$ cat config.mk
export PLATFORM = sky130hd
export DESIGN_NAME = bkrg_top
export DESIGN_NICKNAME = d
export VERILOG_FILES = /design/src/bkrg_top.v /design/src/bkrg_rail.v
export VERILOG_INCLUDE_DIRS = /design/src
export SDC_FILE = /design/constraint.sdc
export NUM_CORES = 1
export LEC_CHECK = 0
export ABC_CLOCK_PERIOD_IN_PS = 4500
export BUFFER_PORTS_ARGS = -buffer_cell sky130_fd_sc_hd__buf_4
export CAP_MARGIN = 20
export CORE_UTILIZATION = 35
export DETAILED_ROUTE_END_ITERATION = 10
export PLACE_DENSITY_LB_ADDON = 0.2
export RECOVER_POWER = 100
export SYNTH_ARGS = -nofsm -noshare
export SYNTH_HDL_FRONTEND = slang
export SYNTH_SLANG_ARGS = --single-unit
$ cat constraint.sdc
create_clock -name clk_i -period 4.5 [get_ports clk_i]
set_input_delay 0.9 -clock clk_i [delete_from_list [all_inputs] [get_ports clk_i]]
set_output_delay 0.9 -clock clk_i [all_outputs]
set_load 0.05 [all_outputs]
$ cat src/bkrg_consts.vh
// Constants for the buck regulator mode control block
`ifndef BKRG_CONSTS_VH
`define BKRG_CONSTS_VH
`define BKRG_ADDR_DDR 7'h37
`define BKRG_ADDR_PRA 7'h38
`define BKRG_ADDR_PRB 7'h39
`define BKRG_ADDR_CUR0_LO 7'h70
`define BKRG_ADDR_CUR0_HI 7'h71
`define BKRG_ADDR_CUR1_LO 7'h72
`define BKRG_ADDR_CUR1_HI 7'h73
`define BKRG_ADDR_CUR2_LO 7'h74
`define BKRG_ADDR_CUR2_HI 7'h75
`define BKRG_ADDR_FAULT 7'h7F
`define BKRG_RST_DDR 8'h04
`define BKRG_RST_PRA 8'h07
`define BKRG_RST_PRB 8'h07
`define BKRG_ST_MSB 2
`define BKRG_ST_LSB 0
`define BKRG_EX_MSB 5
`define BKRG_EX_LSB 3
`define BKRG_VS_MSB 7
`define BKRG_VS_LSB 6
`define BKRG_CODE_VALID 2
`define BKRG_ST_OFF 3'h4
`define BKRG_ST_PFM 3'h5
`define BKRG_ST_APS 3'h6
`define BKRG_ST_PWM 3'h7
`define BKRG_SYS_HZ 20000000
`define BKRG_SW_HZ 4000000
`define BKRG_SPI_BITS 16
`define BKRG_SPI_HDR_LAST 4'h7
`define BKRG_SPI_LAST 4'hF
`define BKRG_RW_BIT 14
`define BKRG_SPI_DATA_FIRST 4'h8
`define BKRG_HA_MSB 6
`define BKRG_HA_LSB 0
`define BKRG_FA_MSB 14
`define BKRG_FA_LSB 8
`define BKRG_FD_MSB 7
`define BKRG_FD_LSB 0
`endif

$ cat src/bkrg_top.v
// Buck regulator mode control: SPI registers, three rails, faults
//
// What this block does
// - State field bits 2:0 codes 4..7 select off, PFM, pulse skip, PWM; 0..3 are reserved.
// - DDR rail control register is at 0x37, read/write, reset 0x04.
// - First pre-regulator control register is at 0x38, read/write, reset 0x07.
// - Operating mode is selectable by host writes over SPI.
// - DDR rail over-current limits each cycle and raises its fault and the shared fault.
// - First pre-regulator over-current limits each cycle and raises its fault and the shared fault.
// - Second pre-regulator over-current limits each cycle and raises its fault and the shared fault.
// - Each rail's output discharge is enabled whenever the rail is shut down.
// - Each rail's ADC output current is held in a host readable register.
// - All three rails switch at 4.0 MHz.
// - Second pre-regulator register at 0x39 resets 0x07 with voltage select in bits 7:6.
`timescale 1ns/10ps
`include "bkrg_consts.vh"
module bkrg_top #(
   parameter ADC_W = 10
) (
   input wire clk_i,
   input wire rst_i,
   input wire spi_sclk_i,
   input wire spi_cs_n_i,
   input wire spi_mosi_i,
   output reg spi_miso_o,
   output reg spi_miso_oe_o,
   input wire standby_exit_pin_i,
   input wire [2:0] oc_i,
   input wire [3*ADC_W-1:0] adc_current_i,
   input wire [2:0] adc_valid_i,
   output wire [2:0] ddr_buck_state_o,
   output wire [2:0] prereg_a_state_o,
   output wire [2:0] prereg_b_state_o,
   output wire [1:0] prereg_b_voltage_select_o,
   output wire [2:0] discharge_o,
   output wire [2:0] gate_o,
   output wire ddr_buck_fault_o,
   output wire prereg_a_fault_o,
   output wire prereg_b_fault_o,
   output wire regulator_fault_irq_o
);
   localparam [31:0] SW_DIV = `BKRG_SYS_HZ / `BKRG_SW_HZ;
   localparam [31:0] SW_LAST_W = SW_DIV - 1;
   localparam [31:0] SW_HALF_W = SW_DIV / 2;
   localparam [3:0] SW_LAST = SW_LAST_W[3:0];
   localparam [3:0] SW_HALF = SW_HALF_W[3:0];

   reg [2:0] sclk_sync_reg;
   reg [1:0] cs_sync_reg;
   reg [1:0] mosi_sync_reg;
   reg [2:0] exit_sync_reg;
   reg wr_stb_reg;
   wire [7:0] rd_data;
   reg [2:0] oc_s1_reg;
   reg [2:0] oc_s2_reg;
   reg [3:0] sw_cnt_reg;
   reg [3:0] bit_cnt_reg;
   reg [15:0] shift_reg;
   reg [7:0] tx_reg;
   reg hdr_done_reg;
   reg [2:0] fault_reg;
   reg [2:0] fault_next;
   wire sclk_rise;
   wire sclk_fall;
   wire cs_act;
   wire exit_rise;
   wire frame_wr;
   wire [6:0] frame_addr;
   wire [7:0] frame_data;
   wire sw_start;
   wire sw_half;
   wire [2:0] oc_event;
   wire [7:0] ctrl_ddr;
   wire [7:0] ctrl_pra;
   wire [7:0] ctrl_prb;
   wire [ADC_W-1:0] cur0;
   wire [ADC_W-1:0] cur1;
   wire [ADC_W-1:0] cur2;
   wire [2:0] wr_sel;

   // Pin synchronisers, first stage read only by second
   always @(posedge clk_i)
   begin
      if (rst_i)
      begin
         sclk_sync_reg <= 3'h0;
         cs_sync_reg <= 2'h3;
         mosi_sync_reg <= 2'h0;
         exit_sync_reg <= 3'h0;
         oc_s1_reg <= 3'h0;
         oc_s2_reg <= 3'h0;
      end
      else
      begin
         sclk_sync_reg <= {sclk_sync_reg[1:0], spi_sclk_i};
         cs_sync_reg <= {cs_sync_reg[0], spi_cs_n_i};
         mosi_sync_reg <= {mosi_sync_reg[0], spi_mosi_i};
         exit_sync_reg <= {exit_sync_reg[1:0], standby_exit_pin_i};
         oc_s1_reg <= oc_i;
         oc_s2_reg <= oc_s1_reg;
      end
   end

   assign sclk_rise = sclk_sync_reg[1] & ~sclk_sync_reg[2];
   assign sclk_fall = ~sclk_sync_reg[1] & sclk_sync_reg[2];
   assign cs_act = ~cs_sync_reg[1];
   assign exit_rise = exit_sync_reg[1] & ~exit_sync_reg[2];

   // Shared 4 MHz switching phase from the 20 MHz clock
   always @(posedge clk_i)
   begin
      if (rst_i || sw_cnt_reg == SW_LAST)
         sw_cnt_reg <= 4'h0;
      else
         sw_cnt_reg <= sw_cnt_reg + 4'h1;
   end
   assign sw_start = (sw_cnt_reg == 4'h0);
   assign sw_half = (sw_cnt_reg == SW_HALF);

   // Register read decode
   function [7:0] rd_mux;
      input [6:0] a;
      begin
         case (a)
            `BKRG_ADDR_DDR: rd_mux = ctrl_ddr;
            `BKRG_ADDR_PRA: rd_mux = ctrl_pra;
            `BKRG_ADDR_PRB: rd_mux = ctrl_prb;
            `BKRG_ADDR_CUR0_LO: rd_mux = cur0[7:0];
            `BKRG_ADDR_CUR0_HI: rd_mux = {6'h00, cur0[ADC_W-1:8]};
            `BKRG_ADDR_CUR1_LO: rd_mux = cur1[7:0];
            `BKRG_ADDR_CUR1_HI: rd_mux = {6'h00, cur1[ADC_W-1:8]};
            `BKRG_ADDR_CUR2_LO: rd_mux = cur2[7:0];
            `BKRG_ADDR_CUR2_HI: rd_mux = {6'h00, cur2[ADC_W-1:8]};
            `BKRG_ADDR_FAULT: rd_mux = {5'h00, fault_reg};
            default: rd_mux = 8'h00;
         endcase
      end
   endfunction

   // Read data for the address held after the header
   assign rd_data = rd_mux(shift_reg[`BKRG_HA_MSB:`BKRG_HA_LSB]);

   // SPI frame: rw bit, 7 address bits, 8 data bits, MSB first
   always @(posedge clk_i)
   begin
      if (rst_i || !cs_act)
      begin
         bit_cnt_reg <= 4'h0;
         shift_reg <= 16'h0000;
         tx_reg <= 8'h00;
         hdr_done_reg <= 1'b0;
         wr_stb_reg <= 1'b0;
         spi_miso_o <= 1'b0;
         spi_miso_oe_o <= 1'b0;
      end
      else
      begin
         wr_stb_reg <= 1'b0;
         if (sclk_rise)
         begin
            shift_reg <= {shift_reg[14:0], mosi_sync_reg[1]};
            bit_cnt_reg <= bit_cnt_reg + 4'h1;
            if (bit_cnt_reg == `BKRG_SPI_HDR_LAST)
               hdr_done_reg <= 1'b1;
            // Last bit of a write frame: commit on the next cycle
            if (bit_cnt_reg == `BKRG_SPI_LAST)
               wr_stb_reg <= shift_reg[`BKRG_RW_BIT];
         end
         if (sclk_fall && hdr_done_reg)
         begin
            spi_miso_oe_o <= 1'b1;
            if (bit_cnt_reg == `BKRG_SPI_DATA_FIRST)
            begin
               spi_miso_o <= rd_data[7];
               tx_reg <= {rd_data[6:0], 1'b0};
            end
            else
            begin
               spi_miso_o <= tx_reg[7];
               tx_reg <= {tx_reg[6:0], 1'b0};
            end
         end
      end
   end

   // Write strobe and register select
   assign frame_wr = wr_stb_reg;
   assign frame_addr = shift_reg[`BKRG_FA_MSB:`BKRG_FA_LSB];
   assign frame_data = shift_reg[`BKRG_FD_MSB:`BKRG_FD_LSB];
   assign wr_sel[0] = frame_wr && (frame_addr == `BKRG_ADDR_DDR);
   assign wr_sel[1] = frame_wr && (frame_addr == `BKRG_ADDR_PRA);
   assign wr_sel[2] = frame_wr && (frame_addr == `BKRG_ADDR_PRB);

   // DDR rail, bits 7:6 fixed at zero
   bkrg_rail #(
      .RST_VAL(`BKRG_RST_DDR),
      .WR_MASK(8'h3F),
      .ADC_W(ADC_W)
   ) ddr_u (
      .clk_i(clk_i),
      .rst_i(rst_i),
      .wr_i(wr_sel[0]),
      .wdata_i(frame_data),
      .exit_i(exit_rise),
      .sw_start_i(sw_start),
      .sw_half_i(sw_half),
      .oc_i(oc_s2_reg[0]),
      .adc_i(adc_current_i[ADC_W-1:0]),
      .adc_valid_i(adc_valid_i[0]),
      .ctrl_o(ctrl_ddr),
      .state_o(ddr_buck_state_o),
      .discharge_o(discharge_o[0]),
      .gate_o(gate_o[0]),
      .oc_event_o(oc_event[0]),
      .current_o(cur0)
   );

   // First pre-regulator, bits 7:6 fixed at zero
   bkrg_rail #(
      .RST_VAL(`BKRG_RST_PRA),
      .WR_MASK(8'h3F),
      .ADC_W(ADC_W)
   ) pra_u (
      .clk_i(clk_i),
      .rst_i(rst_i),
      .wr_i(wr_sel[1]),
      .wdata_i(frame_data),
      .exit_i(exit_rise),
      .sw_start_i(sw_start),
      .sw_half_i(sw_half),
      .oc_i(oc_s2_reg[1]),
      .adc_i(adc_current_i[2*ADC_W-1:ADC_W]),
      .adc_valid_i(adc_valid_i[1]),
      .ctrl_o(ctrl_pra),
      .state_o(prereg_a_state_o),
      .discharge_o(discharge_o[1]),
      .gate_o(gate_o[1]),
      .oc_event_o(oc_event[1]),
      .current_o(cur1)
   );

   // Second pre-regulator with voltage select in bits 7:6
   bkrg_rail #(
      .RST_VAL(`BKRG_RST_PRB),
      .WR_MASK(8'hFF),
      .ADC_W(ADC_W)
   ) prb_u (
      .clk_i(clk_i),
      .rst_i(rst_i),
      .wr_i(wr_sel[2]),
      .wdata_i(frame_data),
      .exit_i(exit_rise),
      .sw_start_i(sw_start),
      .sw_half_i(sw_half),
      .oc_i(oc_s2_reg[2]),
      .adc_i(adc_current_i[3*ADC_W-1:2*ADC_W]),
      .adc_valid_i(adc_valid_i[2]),
      .ctrl_o(ctrl_prb),
      .state_o(prereg_b_state_o),
      .discharge_o(discharge_o[2]),
      .gate_o(gate_o[2]),
      .oc_event_o(oc_event[2]),
      .current_o(cur2)
   );
   assign prereg_b_voltage_select_o = ctrl_prb[`BKRG_VS_MSB:`BKRG_VS_LSB];

   // Per-rail fault follows over-current on a running rail
   always @*
   begin
      fault_next = oc_event;
   end

   // Fault flags
   always @(posedge clk_i)
   begin
      if (rst_i)
         fault_reg <= 3'h0;
      else
         fault_reg <= fault_next;
   end
   assign ddr_buck_fault_o = fault_reg[0];
   assign prereg_a_fault_o = fault_reg[1];
   assign prereg_b_fault_o = fault_reg[2];
   assign regulator_fault_irq_o = |fault_reg;
endmodule

$ cat src/bkrg_rail.v
// One buck rail: mode register, exit copy, discharge, current limit
`timescale 1ns/10ps
`include "bkrg_consts.vh"
module bkrg_rail #(
   parameter [7:0] RST_VAL = 8'h04,
   parameter [7:0] WR_MASK = 8'h3F,
   parameter ADC_W = 10
) (
   input wire clk_i,
   input wire rst_i,
   input wire wr_i,
   input wire [7:0] wdata_i,
   input wire exit_i,
   input wire sw_start_i,
   input wire sw_half_i,
   input wire oc_i,
   input wire [ADC_W-1:0] adc_i,
   input wire adc_valid_i,
   output wire [7:0] ctrl_o,
   output wire [2:0] state_o,
   output reg discharge_o,
   output reg gate_o,
   output wire oc_event_o,
   output reg [ADC_W-1:0] current_o
);
   reg [7:0] ctrl_reg;
   reg [7:0] ctrl_next;
   wire [2:0] exit_code;
   wire [2:0] wr_state;
   wire running;

   assign exit_code = ctrl_reg[`BKRG_EX_MSB:`BKRG_EX_LSB];
   assign wr_state = wdata_i[`BKRG_ST_MSB:`BKRG_ST_LSB];
   assign ctrl_o = ctrl_reg;
   assign state_o = ctrl_reg[`BKRG_ST_MSB:`BKRG_ST_LSB];
   assign running = (state_o != `BKRG_ST_OFF);
   assign oc_event_o = oc_i & running;

   // Next control value: host write, then exit copy on top
   always @*
   begin
      ctrl_next = ctrl_reg;
      if (wr_i)
      begin
         ctrl_next = (wdata_i & WR_MASK) | (ctrl_reg & ~WR_MASK);
         if (!wr_state[`BKRG_CODE_VALID])
            ctrl_next[`BKRG_ST_MSB:`BKRG_ST_LSB] = state_o;
      end
      if (exit_i && exit_code[`BKRG_CODE_VALID])
         ctrl_next[`BKRG_ST_MSB:`BKRG_ST_LSB] = exit_code;
   end

   // Control register
   always @(posedge clk_i)
   begin
      if (rst_i)
         ctrl_reg <= RST_VAL;
      else
         ctrl_reg <= ctrl_next;
   end

   // Discharge while off, gate pulse with cycle-by-cycle limit
   always @(posedge clk_i)
   begin
      if (rst_i)
      begin
         discharge_o <= 1'b0;
         gate_o <= 1'b0;
      end
      else
      begin
         discharge_o <= ~running;
         if (!running || oc_i || sw_half_i)
            gate_o <= 1'b0;
         else if (sw_start_i)
            gate_o <= 1'b1;
      end
   end

   // Latest converted output current
   always @(posedge clk_i)
   begin
      if (rst_i)
         current_o <= {ADC_W{1'b0}};
      else if (adc_valid_i)
         current_o <= adc_i;
   end
endmodule

# ---- Word-level counts from Yosys, hierarchy flattened
# Index checks and enable logic that the tools add are counted.
dict set report totals {
  in_bits 42
  register_bits 114
  elab_cells 115
}
dict set report classes {
  addsub 2
  n_mux 12
  n_eq_ne 21
  n_bitwise 16
  n_reduce_logical 34
}
# operator count
set op_table {}
lappend op_table {{one-hot mux 8 bit (10 select lines)} 1}
lappend op_table {{equality test 7 bit, second input constant} 7}
lappend op_table {{equality test 7 x 6 -> 1 bit, second input constant} 6}
lappend op_table {{2-to-1 mux 3 bit} 9}
lappend op_table {{bitwise OR 6 x 8 -> 8 bit} 2}
lappend op_table {{nonzero test 2 bit} 6}
lappend op_table {{!= test 3 bit, second input constant} 3}
lappend op_table {{adder 4 x 1 -> 4 bit, second input constant} 2}
lappend op_table {{equality test 4 x 3 -> 1 bit, second input constant} 2}
lappend op_table {{equality test 4 bit, second input constant} 2}
lappend op_table {{logical OR 1 bit} 8}
lappend op_table {{2-to-1 mux 8 bit} 1}
lappend op_table {{NOT 1 bit} 8}
lappend op_table {{AND reduction 2 bit} 4}
lappend op_table {{logical AND 1 bit} 7}
lappend op_table {{AND 1 bit} 6}
lappend op_table {{OR reduction 2 bit} 3}
lappend op_table {{OR reduction 3 bit} 2}
lappend op_table {{equality test 4 x 2 -> 1 bit, second input constant} 1}
lappend op_table {{logical NOT 4 bit} 1}
lappend op_table {{logical NOT 1 bit} 3}
lappend op_table {{2-to-1 mux 1 bit} 1}

# ---- Logic depth before layout (Yosys ltp)
dict set report depth {
  ltp_word 5
  depth_mapped 8
}

# ---- By module
# From an unflattened synthesis, not the netlist that was laid out.
dict set report unflattened {
  hier_cells 514
  area_unflattened_um2 4813.4
}
# module area_per_inst_um2 cells_per_inst n_inst
set by_module_without_submodules {}
lappend by_module_without_submodules {bkrg_top 2573.7 298 1}
lappend by_module_without_submodules {{bkrg_rail (prb_u)} 777.0 74 1}
lappend by_module_without_submodules {{bkrg_rail (ddr_u)} 735.7 71 1}
lappend by_module_without_submodules {{bkrg_rail (pra_u)} 726.9 71 1}

# ---- Worst setup path after synthesis
# OpenSTA, ideal clock, no wires.
dict set report synth_path {
  kind {register to output}
  start {register fault_reg[2]}
  end {output regulator_fault_irq_o}
  path_stages_with_launch 2
  arrival_ns 1.112
  setup_slack_ns 2.488
  required_time_ns 3.600
  n_path_buf 0
  cell_sequence {dfxtp_1 -> or3_1}
}
dict set report synth_via {
  elab_chain_cells 1
}
# element line_no
set synth_lines {}
lappend synth_lines {{from (decl)} bkrg_top.v:61} ;# reg [2:0] fault_reg;
lappend synth_lines {{from (signal assigned)} bkrg_top.v:279} ;# fault_reg <= fault_next;
lappend synth_lines {{OR reduction 3 bit} bkrg_top.v:284} ;# assign regulator_fault_irq_o = |fault_reg;
lappend synth_lines {{to (decl)} bkrg_top.v:40} ;# output wire regulator_fault_irq_o
# No other way between the ends.

# ---- Worst setup path in the final report
dict set report layout_path {
  start {register shift_reg[0]}
  end {register tx_reg[6]}
}
dict set report layout_via {
  elab_chain_cells 3
  word_cells_on_any_way 12
  classes_between {eq/ne: 10; mux: 2}
}
# element line_no
set layout_lines {}
lappend layout_lines {{from (decl)} bkrg_top.v:58} ;# reg [15:0] shift_reg;
lappend layout_lines {{from (signal assigned)} bkrg_top.v:161} ;# shift_reg <= {shift_reg[14:0], mosi_sync_reg[1]};
lappend layout_lines {{equality test 7 bit / equality test 7 x 6 -> 1 bit (equally long branches)} bkrg_top.v:124} ;# case (a)
lappend layout_lines {{one-hot mux 8 bit (10 select lines) (*)} bkrg_top.v:124}
lappend layout_lines {{2-to-1 mux 8 bit (*)} bkrg_top.v:172} ;# if (bit_cnt_reg == `BKRG_SPI_DATA_FIRST)
lappend layout_lines {{to (signal assigned)} bkrg_top.v:175} ;# tx_reg <= {rd_data[6:0], 1'b0};
lappend layout_lines {{to (signal assigned)} bkrg_top.v:180} ;# tx_reg <= {tx_reg[6:0], 1'b0};
lappend layout_lines {{to (decl)} bkrg_top.v:59} ;# reg [7:0] tx_reg;
# Mark *: on every way between the ends. The rest lies on a longest branch, timed or not.
# A chain may end at the register's enable or synchronous reset.

==> results.txt <==
----------------------------------------------------
[Synthesis]
  Share of synthesized area occupied by flip-flops and latches ... 0.4662
  Leading post-synthesis cells by cell area ... dfxtp_1 (47%), mux2i_1 (11%), nor2_1 (5.5%)
  Dominant cell type by area after synthesis ... dfxtp_1
  FF+latch count, synth ... 109
  Fraction of synthesized cell area taken by the top area cell type ... 0.4662
  Number of enable-type register cells in the synthesized netlist ... 0
  Number of unique standard cell types used by synthesis ... 54
  Area of the mapped netlist ... 4681 um2
  Main flop type after synthesis ... dfxtp_1
  Net Count, Synth ... 565
  Number of warning messages in the yosys log ... 0
  Syn avg cell area ... 9.036 um2
  Share of flip-flops with an asynchronous set or reset ... 0
  Synthesized netlist cell count ... 518

[Worst setup path]
  Worst setup path endpoint ... tx_reg[6]$_SDFFE_PP0P_
  Reg2Reg Launch Point ... shift_reg[0]$_SDFFE_PP0P_
  Worst Path Class, Setup ... reg2reg
  Register-to-register path setup slack ... 1380 ps
  Source of the critical timing path ... shift_reg[0]$_SDFFE_PP0P_
  Kind of end point of the critical path ... flop
  Critical path arrival ... 3390 ps
  Crit-path max FO ... 23
  Setup crit start kind ... flop
  Reg2Reg Depth ... 6
  Required arrival time at the worst endpoint ... 4770 ps
  Endpoint of the most critical register-to-register path ... tx_reg[6]$_SDFFE_PP0P_

[Global routing]
  Vias in the first global route ... 3568
  Global-route wire length before repair ... 18.61 mm
  Total GRT Usage ... 0.1706
  Initial antenna violation count ... 0
  GR met1 Demand/Resource ... 0.2269
  Pin count of the biggest net entering global routing ... 81
  GRT Residual Overflow ... 0
  M2 GR Usage ... 0.2647
  Most heavily used metal layer in global routing ... met2
  Global-route met3 utilization ... 0.05136

[Timing]
  Minimum period implied by the final worst setup slack ... 3118 ps
  Final hold vios ... 0
  Largest clock skew in the final design ... 9.850 ps
  Max Slew Vio Count ... 0
  Worst rel slew slack ... 0.07203
  Max frequency ... 320.7 MHz
  Unrepaired setup endpoints after global routing ... no
  Slew at the pin closest to its max-slew limit ... 1392 ps
  Period utilization ... 0.6928
  Setup Viol. Count Final ... 0
  Summed negative setup slack over all endpoints ... 0 ps

[Clock network]
  Buffer levels on the longest clock path ... 2
  Clock Latency Late Sink ... 360 ps
  Setup fix buffers added after clock tree synthesis ... 0
  H-Tree Depth ... 3
  Number of gates given a new drive strength after cts ... 0
  Clock buffers created by TritonCTS ... 9
  Number of hold buffers added after CTS ... 0
  Clock tree from TritonCTS ... built
  Clock slew at reported path FFs ... 80 ps
  Sinks on Clock Net ... 109
  Clock root cell ... clkbuf_16

[Placed design]
  Count of buffers inserted at the top-level ports ... 64
  Global placement routability congestion ... 0.8356
  Cell area after placement ... 5115 um2
  Hpwl dp ... 7.909 mm

[Detailed routing]
  Remaining antenna violation count after routing ... 0
  Routed wire length ... 11.32 mm
  Detailed Routing Iterations Pass 1 ... 4
  Detailed-route vias per instance ... 5.068
  Residual DRC count ... 0
  Detailed-route wire length per cell ... 15.72 um
  Number of DRC markers after the initial detailed-route iteration ... 211
  Detailed-route via count ... 3649

[Layout]
  FF+latch area ... 2182 um2
  Combined area of the multi-input logic cells ... 2200 um2
  Final-layout fill cell count ... 1319
  Share of final-layout standard cells stronger than drive strength 1 ... 0.1241
  Max reg flops ... 15
  Number of diodes ... 0
  Number of nets in the layout ... 590
  Final standard cell area without fillers ... 5370 um2
  Growth of design area from synthesis to finish ... 14.73%

[Floorplan]
  Area of the core ... 12820 um2
  Die height ... 117.6 um
  Starting Density ... 0.3650
  Boundary pin count ... 65
  Number of placement rows ... 41
  Die Span X ... 117.6 um
  Overall die area ... 13840 um2

[Hold path]
  Worst min path class ... reg2reg
  Worst Hold Depth ... 1

[Power and ir drop]
  Leakage component of the power ... 2.084 nW
  Power per cell area ... 365.9 nW/um2
  Max VDD drop ... 283.1 uV

[Outcome]
  Result of the run ... complete, no violations

[Job]
  Maxcap violations ... 0

----------------------------------------------------
worst min path at each step:
stage | start | to | slack (ps)
after floorplan | cs_sync_reg[0]$_SDFF_PP1_ | cs_sync_reg[1]$_SDFF_PP1_ | 390
after global routing | oc_s2_reg[1]$_SDFF_PP0_ | pra_u.gate_o$_SDFFE_PP0N_ | 420
after global placement | cs_sync_reg[0]$_SDFF_PP1_ | cs_sync_reg[1]$_SDFF_PP1_ | 400
after CTS | oc_s2_reg[1]$_SDFF_PP0_ | pra_u.gate_o$_SDFFE_PP0N_ | 410
after detailed placement | oc_s2_reg[0]$_SDFF_PP0_ | ddr_u.gate_o$_SDFFE_PP0N_ | 400
final | oc_s2_reg[1]$_SDFF_PP0_ | pra_u.gate_o$_SDFFE_PP0N_ | 410
metrics by stage:
stage	hold slack [ps]	instances	total power, mW	utilization	setup WS (ps)
2_1_floorplan	389.5	518	1.109	-	2488
3_3_place_gp	398.7	703	1.154	0.3988	1822
3_5_place_dp	401.7	703	1.158	0.3988	1731
4_1_cts	414.4	719	1.999	0.4236	1720
5_1_grt	423.7	720	2.047	0.4187	1170
6_report	409.4	720	1.965	0.4187	1382
placed cells by master, fill, tap and decap left out, types with 6 or more instances in the layout:
| master | Yosys | routed |
|---|---|---|
| clkbuf_1 | 23 | 24 |
| dfxtp_1 | 109 | 109 |
| inv_1 | 6 | 6 |
| nand2_1 | 45 | 45 |
| nor2_1 | 69 | 69 |
| mux2i_1 | 50 | 50 |
| a22oi_1 | 7 | 7 |
| o21ai_0 | 6 | 6 |
| a21oi_1 | 37 | 37 |
| nor2b_1 | 20 | 20 |
| buf_4 | 17 | 42 |
| clkbuf_16 | 0 | 9 |
| nand3_1 | 14 | 14 |
| nor3b_1 | 10 | 10 |
| nor4_1 | 7 | 7 |
where the power goes:
part	internal (mW)	switching, mW	leakage (nW)
logic	0.0550	0.0654	1.04
registers	0.992	0.0168	0.889
clock network	0.447	0.389	0.155
total	1.49	0.471	2.08
area by class of cell:
class	count	share of cell area
clock buffers	9	0.04194
clock inverters	7	0.01724
inverters	6	0.004194
multi-input cells	350	0.4096
flip-flops and latches	109	0.4063
well taps	172	0.04007
repair buffers	67	0.08062
synth_stat cells (5+ instances only):
master,instances
nand2_1,45
nand4_1,5
nor2b_1,20
nand3b_1,5
inv_1,6
nor4_1,7
nand3_1,14
mux2i_1,50
nor3b_1,10
nor2_1,69
clkbuf_1,23
o21ai_0,6
a22oi_1,7
dfxtp_1,109
ha_1,5
buf_2,5
buf_4,17
nor3_1,5
buf_1,7
a21oi_1,37
cells by family after synthesis:
| family | count (synthesis) | share of synthesized area |
|---|---|---|
| DFF | 109 | 0.4662 |
| buffers and inverters | 59 | 0.06389 |
| adders and majority gates | 5 | 0.01337 |
| and+or+nand+nor | 207 | 0.2227 |
| xor gates and xnor gates | 3 | 0.005614 |
| muxes | 53 | 0.1141 |
| AOI/OAI and AO/OA | 82 | 0.1141 |
layer usage:
| metal | wire length [um] | vias up |
|---|---|---|
| met3 | 629 | 11 |
| met4 | 112 | 0 |
| met5 | 0 | - |
| met1 | 5417 | 1729 |
| met2 | 5160 | 78 |
| li1 | - | 1831 |
worst max-delay path: stages (launching register included):
cell and delay (ps):
dfxtp_1 590, clkbuf_1 770, and4b_1 350, a211oi_1 60, or4_1 700, or3_1 410, a21oi_1 140
(Power assumes the default switching activity.)
